--- src/hw/ppso_pkg.sv ---
// Constants and types for the port pin synchroniser and override block
package ppso_pkg;
  localparam int PPSO_NPINS = 8;
  localparam int PPSO_AW = 8;
  localparam logic [7:0] PPSO_OFF_DIR = 8'h00;
  localparam logic [7:0] PPSO_OFF_OUT = 8'h04;
  localparam logic [7:0] PPSO_OFF_PIN = 8'h08;
  localparam logic [7:0] PPSO_OFF_CTRL = 8'h0C;
  localparam int PPSO_CTRL_PUD_BIT = 0;
  localparam logic [7:0] PPSO_DIR_RST = 8'h00;
  localparam logic [7:0] PPSO_OUT_RST = 8'h00;
  localparam logic PPSO_PUD_RST = 1'b0;

  // Override bundle that one peripheral drives into one pin
  typedef struct packed {
    logic pullup_override_en;
    logic pullup_override_val;
    logic dir_override_en;
    logic dir_override_val;
    logic value_override_en;
    logic value_override_val;
    logic toggle_override_en;
    logic input_en_override_en;
    logic input_en_override_val;
  } ppso_ovr_t;
endpackage

--- src/hw/ppso_port.sv ---
// One eight-pin port: APB registers, pad drive, input synchroniser, overrides
//
// Register access over APB and the register addresses are this design's own decisions.
`timescale 1ns/1ps
module ppso_port (
  input wire logic clock,
  input wire logic srst,
  input wire logic psel,
  input wire logic penable,
  input wire logic pwrite,
  input wire logic [ppso_pkg::PPSO_AW-1:0] paddr,
  input wire logic [31:0] pwdata,
  output logic [31:0] prdata,
  output logic pready,
  output logic pslverr,
  input wire ppso_pkg::ppso_ovr_t [ppso_pkg::PPSO_NPINS-1:0] ovr,
  input wire logic sleep_input_clamp,
  input wire logic [ppso_pkg::PPSO_NPINS-1:0] ext_int_en,
  input wire logic [ppso_pkg::PPSO_NPINS-1:0] pad_in,
  output logic [ppso_pkg::PPSO_NPINS-1:0] pad_out,
  output logic [ppso_pkg::PPSO_NPINS-1:0] pad_oe_n,
  output logic [ppso_pkg::PPSO_NPINS-1:0] pullup_en,
  output logic [ppso_pkg::PPSO_NPINS-1:0] alt_digital_in,
  output logic [ppso_pkg::PPSO_NPINS-1:0] analog_pad_path
);
  localparam int N = ppso_pkg::PPSO_NPINS;

  logic [N-1:0] dir_q, dir_d, out_q, out_d;
  logic pud_q, pud_d;
  logic [N-1:0] latch_q, pin_q;
  logic [N-1:0] latch_d, pin_d;
  logic [N-1:0] schmitt, din_en;
  logic [N-1:0] pad_out_d, pad_oe_n_d, pullup_d;
  logic [31:0] prdata_d;
  logic pready_d, pslverr_d;
  logic acc, wr, hit;

  function automatic logic ovr_sel(input logic en, input logic val, input logic norm);
    ovr_sel = en ? val : norm;
  endfunction

  function automatic logic addr_mapped(input logic [7:0] a);
    addr_mapped = (a == ppso_pkg::PPSO_OFF_DIR) || (a == ppso_pkg::PPSO_OFF_OUT) ||
                  (a == ppso_pkg::PPSO_OFF_PIN) || (a == ppso_pkg::PPSO_OFF_CTRL);
  endfunction

  // Input path: enable gate stands in front of the Schmitt trigger
  always_comb begin
    for (int i = 0; i < N; i++) begin
      din_en[i] = ovr_sel(ovr[i].input_en_override_en, ovr[i].input_en_override_val,
                          !(sleep_input_clamp && !ext_int_en[i]));
      // A clamped high pin rises on wake, which the edge logic sees as a change
      schmitt[i] = pad_in[i] && din_en[i];
    end
  end

  // Peripherals get the unsynchronised level and must sync it themselves
  assign alt_digital_in = schmitt;
  // Digital view of the pad for the analog path; no gating on it
  assign analog_pad_path = pad_in;

  // Only the sample stage reads the first stage, so a metastable first
  // stage gets half a period to settle before anything uses it
  always_comb begin
    latch_d = schmitt;
    pin_d = latch_q;
  end

  // Half-period first stage: captures on the falling edge like a latch
  // that closes when the clock goes low
  always_ff @(negedge clock) begin
    if (srst) begin
      latch_q <= '0;
    end else begin
      latch_q <= latch_d;
    end
  end

  always_ff @(posedge clock) begin
    if (srst) begin
      pin_q <= '0;
    end else begin
      pin_q <= pin_d;
    end
  end

  // Register bus decode; one wait state so pready comes from a flop
  assign acc = psel && penable && pready;
  assign wr = acc && pwrite;
  assign hit = addr_mapped(paddr);

  always_comb begin
    dir_d = dir_q;
    out_d = out_q;
    pud_d = pud_q;
    if (wr && paddr == ppso_pkg::PPSO_OFF_DIR) begin
      dir_d = pwdata[N-1:0];
    end
    if (wr && paddr == ppso_pkg::PPSO_OFF_OUT) begin
      out_d = pwdata[N-1:0];
    end
    if (wr && paddr == ppso_pkg::PPSO_OFF_PIN) begin
      out_d = out_q ^ pwdata[N-1:0];
    end
    if (wr && paddr == ppso_pkg::PPSO_OFF_CTRL) begin
      pud_d = pwdata[ppso_pkg::PPSO_CTRL_PUD_BIT];
    end
  end

  always_comb begin
    pready_d = psel && penable && !pready;
    pslverr_d = psel && penable && !pready && !hit;
    prdata_d = '0;
    if (psel && penable && !pready && !pwrite) begin
      case (paddr)
        ppso_pkg::PPSO_OFF_DIR: prdata_d[N-1:0] = dir_q;
        ppso_pkg::PPSO_OFF_OUT: prdata_d[N-1:0] = out_q;
        ppso_pkg::PPSO_OFF_PIN: prdata_d[N-1:0] = pin_q;
        ppso_pkg::PPSO_OFF_CTRL: prdata_d[ppso_pkg::PPSO_CTRL_PUD_BIT] = pud_q;
        default: prdata_d = '0;
      endcase
    end
  end

  // Pad controls use the next register values so a write reaches the pad
  // at its own edge and is sampled back one period later
  always_comb begin
    for (int i = 0; i < N; i++) begin
      pad_oe_n_d[i] = !ovr_sel(ovr[i].dir_override_en, ovr[i].dir_override_val,
                               dir_d[i]);
      pad_out_d[i] = ovr_sel(ovr[i].value_override_en, ovr[i].value_override_val,
                             out_d[i] ^ ovr[i].toggle_override_en);
      pullup_d[i] = ovr_sel(ovr[i].pullup_override_en, ovr[i].pullup_override_val,
                            !dir_d[i] && out_d[i] && !pud_d);
    end
  end

  always_ff @(posedge clock) begin
    if (srst) begin
      dir_q <= ppso_pkg::PPSO_DIR_RST;
      out_q <= ppso_pkg::PPSO_OUT_RST;
      pud_q <= ppso_pkg::PPSO_PUD_RST;
      pad_oe_n <= '1;
      pad_out <= '0;
      pullup_en <= '0;
      prdata <= '0;
      pready <= 1'b0;
      pslverr <= 1'b0;
    end else begin
      dir_q <= dir_d;
      out_q <= out_d;
      pud_q <= pud_d;
      pad_oe_n <= pad_oe_n_d;
      pad_out <= pad_out_d;
      pullup_en <= pullup_d;
      prdata <= prdata_d;
      pready <= pready_d;
      pslverr <= pslverr_d;
    end
  end

  a_sample_two_stage: assert property (
    @(posedge clock) disable iff (srst) !$past(srst) |-> pin_q == $past(latch_q))
    else $error("sample bit did not load the latch value");

  a_pullup_select: assert property (
    @(posedge clock) disable iff (srst) !$past(srst) |->
      pullup_en[0] == ($past(ovr[0].pullup_override_en) ? $past(ovr[0].pullup_override_val)
                       : (!dir_q[0] && out_q[0] && !pud_q)))
    else $error("pull-up does not match its controls");

  a_driver_enable: assert property (
    @(posedge clock) disable iff (srst) !$past(srst) |->
      pad_oe_n[0] == !($past(ovr[0].dir_override_en) ? $past(ovr[0].dir_override_val)
                       : dir_q[0]))
    else $error("driver enable does not match direction");

  a_driven_level: assert property (
    @(posedge clock) disable iff (srst) !$past(srst) && !pad_oe_n[0] |->
      pad_out[0] == ($past(ovr[0].value_override_en) ? $past(ovr[0].value_override_val)
                     : out_q[0] ^ $past(ovr[0].toggle_override_en)))
    else $error("driven level wrong");

  a_pin_toggle: assert property (
    @(posedge clock) disable iff (srst)
      wr && paddr == ppso_pkg::PPSO_OFF_PIN && pwdata[0] |=> out_q[0] != $past(out_q[0]))
    else $error("toggle write did not invert latch");

  a_sleep_clamp: assert property (
    @(posedge clock) disable iff (srst)
      sleep_input_clamp && !ext_int_en[0] && !ovr[0].input_en_override_en |->
      alt_digital_in[0] == 1'b0)
    else $error("clamped input not grounded");

  a_clamp_exempt: assert property (
    @(posedge clock) disable iff (srst)
      ext_int_en[0] && !ovr[0].input_en_override_en |-> alt_digital_in[0] == pad_in[0])
    else $error("interrupt pin was clamped");

  a_reset_tristate: assert property (
    @(posedge clock) $past(srst) |-> pad_oe_n == '1 && pullup_en == '0)
    else $error("pins not tri-stated after reset");

  a_apb_answer: assert property (
    @(posedge clock) disable iff (srst) psel && penable && !pready |=> pready ##1 !pready)
    else $error("bus answer not one cycle");

  // A level that has stood over two rising edges must be in the sample bit
  a_sample_delay: assert property (
    @(posedge clock) disable iff (srst) !$past(srst) && $stable(schmitt[0]) &&
      $past($stable(schmitt[0])) |-> pin_q[0] == schmitt[0])
    else $error("sample bit slower than allowed");

  a_write_to_pad: assert property (
    @(posedge clock) disable iff (srst) wr && paddr == ppso_pkg::PPSO_OFF_OUT &&
      !ovr[0].value_override_en && !ovr[0].toggle_override_en |=> pad_out[0] == $past(pwdata[0]))
    else $error("written value not at pad on its edge");

  a_dir_write: assert property (
    @(posedge clock) disable iff (srst)
      wr && paddr == ppso_pkg::PPSO_OFF_DIR |=> dir_q == $past(pwdata[N-1:0]))
    else $error("direction write lost");

  a_out_write: assert property (
    @(posedge clock) disable iff (srst)
      wr && paddr == ppso_pkg::PPSO_OFF_OUT |=> out_q == $past(pwdata[N-1:0]))
    else $error("output latch write lost");

  a_pin_zero_keep: assert property (
    @(posedge clock) disable iff (srst)
      wr && paddr == ppso_pkg::PPSO_OFF_PIN && !pwdata[0] |=> out_q[0] == $past(out_q[0]))
    else $error("zero write to sample bit changed latch");

  a_dir_hold: assert property (
    @(posedge clock) disable iff (srst) !wr |=> dir_q == $past(dir_q) && out_q == $past(out_q))
    else $error("registers changed without a write");

  a_pud_kill: assert property (
    @(posedge clock) disable iff (srst)
      !$past(srst) && pud_q && !$past(ovr[0].pullup_override_en) |-> !pullup_en[0])
    else $error("pull-up on while globally off");

  a_pullup_ovr: assert property (
    @(posedge clock) disable iff (srst) !$past(srst) && $past(ovr[1].pullup_override_en) |->
      pullup_en[1] == $past(ovr[1].pullup_override_val))
    else $error("pull-up override ignored");

  a_toggle_ovr: assert property (
    @(posedge clock) disable iff (srst) !$past(srst) && $past(ovr[1].toggle_override_en) &&
      !$past(ovr[1].value_override_en) |-> pad_out[1] == !out_q[1])
    else $error("toggle override did not invert");

  a_dir_default: assert property (
    @(posedge clock) disable iff (srst)
      !$past(srst) && !$past(ovr[2].dir_override_en) |-> pad_oe_n[2] == !dir_q[2])
    else $error("driver enable not from direction bit");

  a_input_ovr: assert property (
    @(posedge clock) disable iff (srst) ovr[5].input_en_override_en |->
      alt_digital_in[5] == (pad_in[5] && ovr[5].input_en_override_val))
    else $error("input enable override ignored");

  a_awake_input: assert property (
    @(posedge clock) disable iff (srst) !sleep_input_clamp && !ovr[0].input_en_override_en |->
      alt_digital_in[0] == pad_in[0])
    else $error("input gated while awake");

  a_analog_pass: assert property (
    @(posedge clock) disable iff (srst) analog_pad_path == pad_in)
    else $error("analog path not the pad");

  a_unmapped_err: assert property (
    @(posedge clock) disable iff (srst) psel && penable && !pready && !hit |=> pslverr)
    else $error("unmapped access without error");

  a_mapped_ok: assert property (
    @(posedge clock) disable iff (srst) psel && penable && !pready && hit |=> !pslverr)
    else $error("error on mapped access");

  a_unmapped_zero: assert property (
    @(posedge clock) disable iff (srst)
      psel && penable && !pready && !hit && !pwrite |=> prdata == '0)
    else $error("unmapped read not zero");

  a_read_dir: assert property (
    @(posedge clock) disable iff (srst) psel && penable && !pready && !pwrite &&
      paddr == ppso_pkg::PPSO_OFF_DIR |=> prdata[N-1:0] == $past(dir_q))
    else $error("direction read wrong");

  a_read_pin: assert property (
    @(posedge clock) disable iff (srst) psel && penable && !pready && !pwrite &&
      paddr == ppso_pkg::PPSO_OFF_PIN |=> prdata[N-1:0] == $past(pin_q))
    else $error("sample read wrong");

  a_reset_regs: assert property (
    @(posedge clock) $past(srst) |-> dir_q == '0 && out_q == '0 && pin_q == '0 && !pready)
    else $error("state not cleared by reset");
endmodule

--- config.mk ---
export PLATFORM = sky130hd
export DESIGN_NAME = ppso_port
export DESIGN_NICKNAME = d
export VERILOG_FILES = /design/src/hw/ppso_pkg.sv /design/src/hw/ppso_port.sv
export SDC_FILE = /design/constraint.sdc
export NUM_CORES = 1
export LEC_CHECK = 0
export BUFFER_PORTS_ARGS = -buffer_cell sky130_fd_sc_hd__buf_2
export CELL_PAD_IN_SITES_DETAIL_PLACEMENT = 0
export CELL_PAD_IN_SITES_GLOBAL_PLACEMENT = 1
export CORE_MARGIN = 1.5
export CORE_UTILIZATION = 29
export DETAILED_ROUTE_END_ITERATION = 16
export PLACE_DENSITY = 0.76
export SLEW_MARGIN = 20
export SYNTH_ARGS = -nofsm -noshare
export SYNTH_HDL_FRONTEND = slang
export SYNTH_SLANG_ARGS = --single-unit
--- constraint.sdc ---
create_clock -name clock -period 3 [get_ports clock]
set_input_delay 0.6 -clock clock [delete_from_list [all_inputs] [get_ports clock]]
set_output_delay 0.6 -clock clock [all_outputs]
set_load 0.1 [all_outputs]
==> impl_metrics.ini <==
[setup_path]
cp.arrival_ns = 1.33
crit_path_start_kind = primary input
crit_type = primary input to flip-flop
crit_fanout = 8
cp-startpoint = sleep_input_clamp
crit_required_ns = 1.75
r2r_start = latch_q[0]$_SDFF_NP0_
worstSetupEndpointType = flip-flop

[global_route]
grt_use_total_pct = 15.43
antenna_found_initial = 0
grt_pass1_wl_um = 14020
grt_pass1_vias = 2899
grt-ovfl-total = 0
grt_max_degree = 55

[logic_synthesis]
yosysSeqAreaShare_pct = 41.42
synth_ff_type = dfxtp_1
netlist.area_leader.share_pct = 41.42
syn_inst = 387
ys_seq_elements = 67
synth_top_area_cell = dfxtp_1
synth_edf_count = 0
synth.distinct_cells = 34
synth_area_um2 = 3238
synth_warnings = 0
yosysMostFrequentCell = dfxtp_1
async_flop_share_pct = 0
synthTopCellsByArea = dfxtp_1 (41%), buf_4 (7.4%), nor2_1 (5.8%)
synth_common_cells = dfxtp_1 (67), nor2_1 (50), buf_4 (32), nand2_1 (32), a21oi_1 (28)
syn_avg_cell_area_um2 = 8.367

[flow_run]
maxCapViolCount = 0

[timing]
maxSlewHeadroom_pct = 65.89
worst_pin_slew_ns = 0.5151
rsz0062_at_grt = false
drv_slew = 0
hold_violations = 0
clock_skew_ns = 0.04238
setup_ws_ns = 0.4236
setup_violations = 0

[clocking]
cts_root_buf = clkbuf_8
cts.clk_slew.worst_paths_ns = 0.09
cts_tree = yes
clk_latency_ns = 0.39
cts_buffers = 9
htree_levels = 3
postCtsSetupRepairBufs = 0
cts_sinks = 67
cts_hold_buf = 0
cts_resized = 0
cts_max_path_buffers = 2

[drt]
vias = 3184
wl_per_cell_um = 12.94
via_per_inst = 4.581
routed_wl_um = 8994
drt_iter0_drc = 121
route.detailed.drc = 0
drt_first_pass_iters = 5
ant_nets = 0

[pwr]
p_total_mw = 2.402
powerDensity_nw_per_um2 = 543.9
ir_drop_uv = 204.3
leakage_nw = 2.072

[layout]
finalCoreUtilization_pct = 40.73
antenna_cells = 0
design_area_um2 = 4415
synthToLayoutAreaGrowth_pct = 36.36
nNetsFinal = 684
drive_gt1_share_pct = 37.30

[die]
ioPinCount = 208
dieArea_um2 = 11810
rows = 38
die_w_um = 108.7
initial_core_util_pct = 29.87
core_um2 = 10840
die_h_um = 108.7

[min_path]
hold_path_class = primary input to flip-flop
worstHoldStart = ovr[71]

[placement]
port_buffers = 159
dpl.hpwl_um = 7055
gp_congestion = 0.7512
pre_cts_ws_ns = 0.02124
placed_area_um2 = 4178

[run_status]
outcome = finished, final reports clean
[critical path, cell delays in order]
cell     delay (ns)
buf_2          0.07
inv_1          0.17
o311a_4        0.36
nor2b_1        0.13
[final cells by class]
cell class | instances | area [um^2]
sequential | 67 | 1341
clock inverter | 15 | 117.6
timing repair buffer | 171 | 898.4
clock buffer | 9 | 123.9
tap | 140 | 175.2
fill | 1136 | 6425
multi-input combinational | 288 | 1740
inverter | 5 | 18.77
[through the flow]
step	cells	hold WS, ns	setup TNS [ns]
after floorplan	410	0.4314	-0.01871
after global placement	672	0.4532	0
after detailed placement	672	0.4540	0
after CTS	695	0.4218	0
after global routing	695	0.4316	0
final	695	0.4390	0
[report_power, final]
group	switching (mW)	total [mW]	leakage [nW]	internal (mW)
logic	0.488	0.622	1.37	0.134
registers	0.00624	0.924	0.548	0.918
clock network	0.435	0.855	0.151	0.420
total	0.929	2.40	2.07	1.47
[worst paths after layout]
path / to / slack (ns) / cells past startpoint
setup reg to reg: pin_q[0]$_SDFF_PP0_ / 0.92 / 1
setup / recovery: latch_q[3]$_SDFF_NP0_ / 0.42 / 4
hold / removal: pullup_en[7]$_SDFF_PP0_ / 0.44 / 2
hold reg to reg: prdata[2]$_SDFF_PP0_ / 0.47 / 2
[flip-flops by register name, indices dropped and copies added, names as in the netlist]
register   count
latch_q        8
pud_q          1
pslverr        1
pad_out        8
out_q          8
prdata         8
pullup_en      8
pin_q          8
pready         1
pad_oe_n       8
dir_q          8
[kinds of logic (layout without fill, tap and decap cells)]
logic type / after synthesis / after routing / share of synthesized area, %
AOI/OAI and AO/OA: 73 / 73 / 14.72
muxes: 16 / 16 / 5.332
other: 1 / 24 / 0.1158
DFF: 67 / 67 / 41.42
and+or+nand+nor: 174 / 174 / 27.67
xor gates and xnor gates: 1 / 1 / 0.2705
buffers and inverters: 55 / 200 / 10.47
[cell usage in the layout (no fill, tap or decap)]
master | Yosys | layout
buf_2 | 4 | 159
dfxtp_1 | 67 | 67
nor2_1 | 50 | 50
nand2_1 | 32 | 32
a21oi_1 | 28 | 28
conb_1 | 1 | 24
nor3_1 | 19 | 19
nand2b_1 | 18 | 18
nor2b_1 | 17 | 17
o21ai_0 | 16 | 16
mux2i_1 | 15 | 15
inv_1 | 6 | 13
buf_4 | 32 | 11
or3_1 | 9 | 9
clkbuf_8 | 0 | 9
o311a_4 | 0 | 8
nand3b_1 | 8 | 8
and3_1 | 7 | 7
o32ai_1 | 7 | 7
o22a_1 | 6 | 6
or3b_2 | 6 | 6
or2_2 | 3 | 3
inv_6 | 0 | 3
nand4_1 | 2 | 2
o41ai_1 | 2 | 2
o22ai_1 | 2 | 2
a21o_1 | 2 | 2
a311oi_1 | 2 | 2
inv_8 | 0 | 2
or4_1 | 1 | 1
or4b_4 | 1 | 1
xor2_1 | 1 | 1
nor4b_2 | 0 | 1
mux4_2 | 1 | 1
bufinv_16 | 0 | 1
clkinv_4 | 0 | 1
buf_12 | 0 | 1
[per-layer routing]
layer | up-vias | track usage (%) | routed length, um
met2 | 142 | 24.53 | 4059
met5 | - | 0 | 0
li1 | 1619 | - | -
met4 | 0 | 5.451 | 114
met1 | 1413 | 20.08 | 4077
met3 | 10 | 4.184 | 743
(Power assumes the default switching activity.)
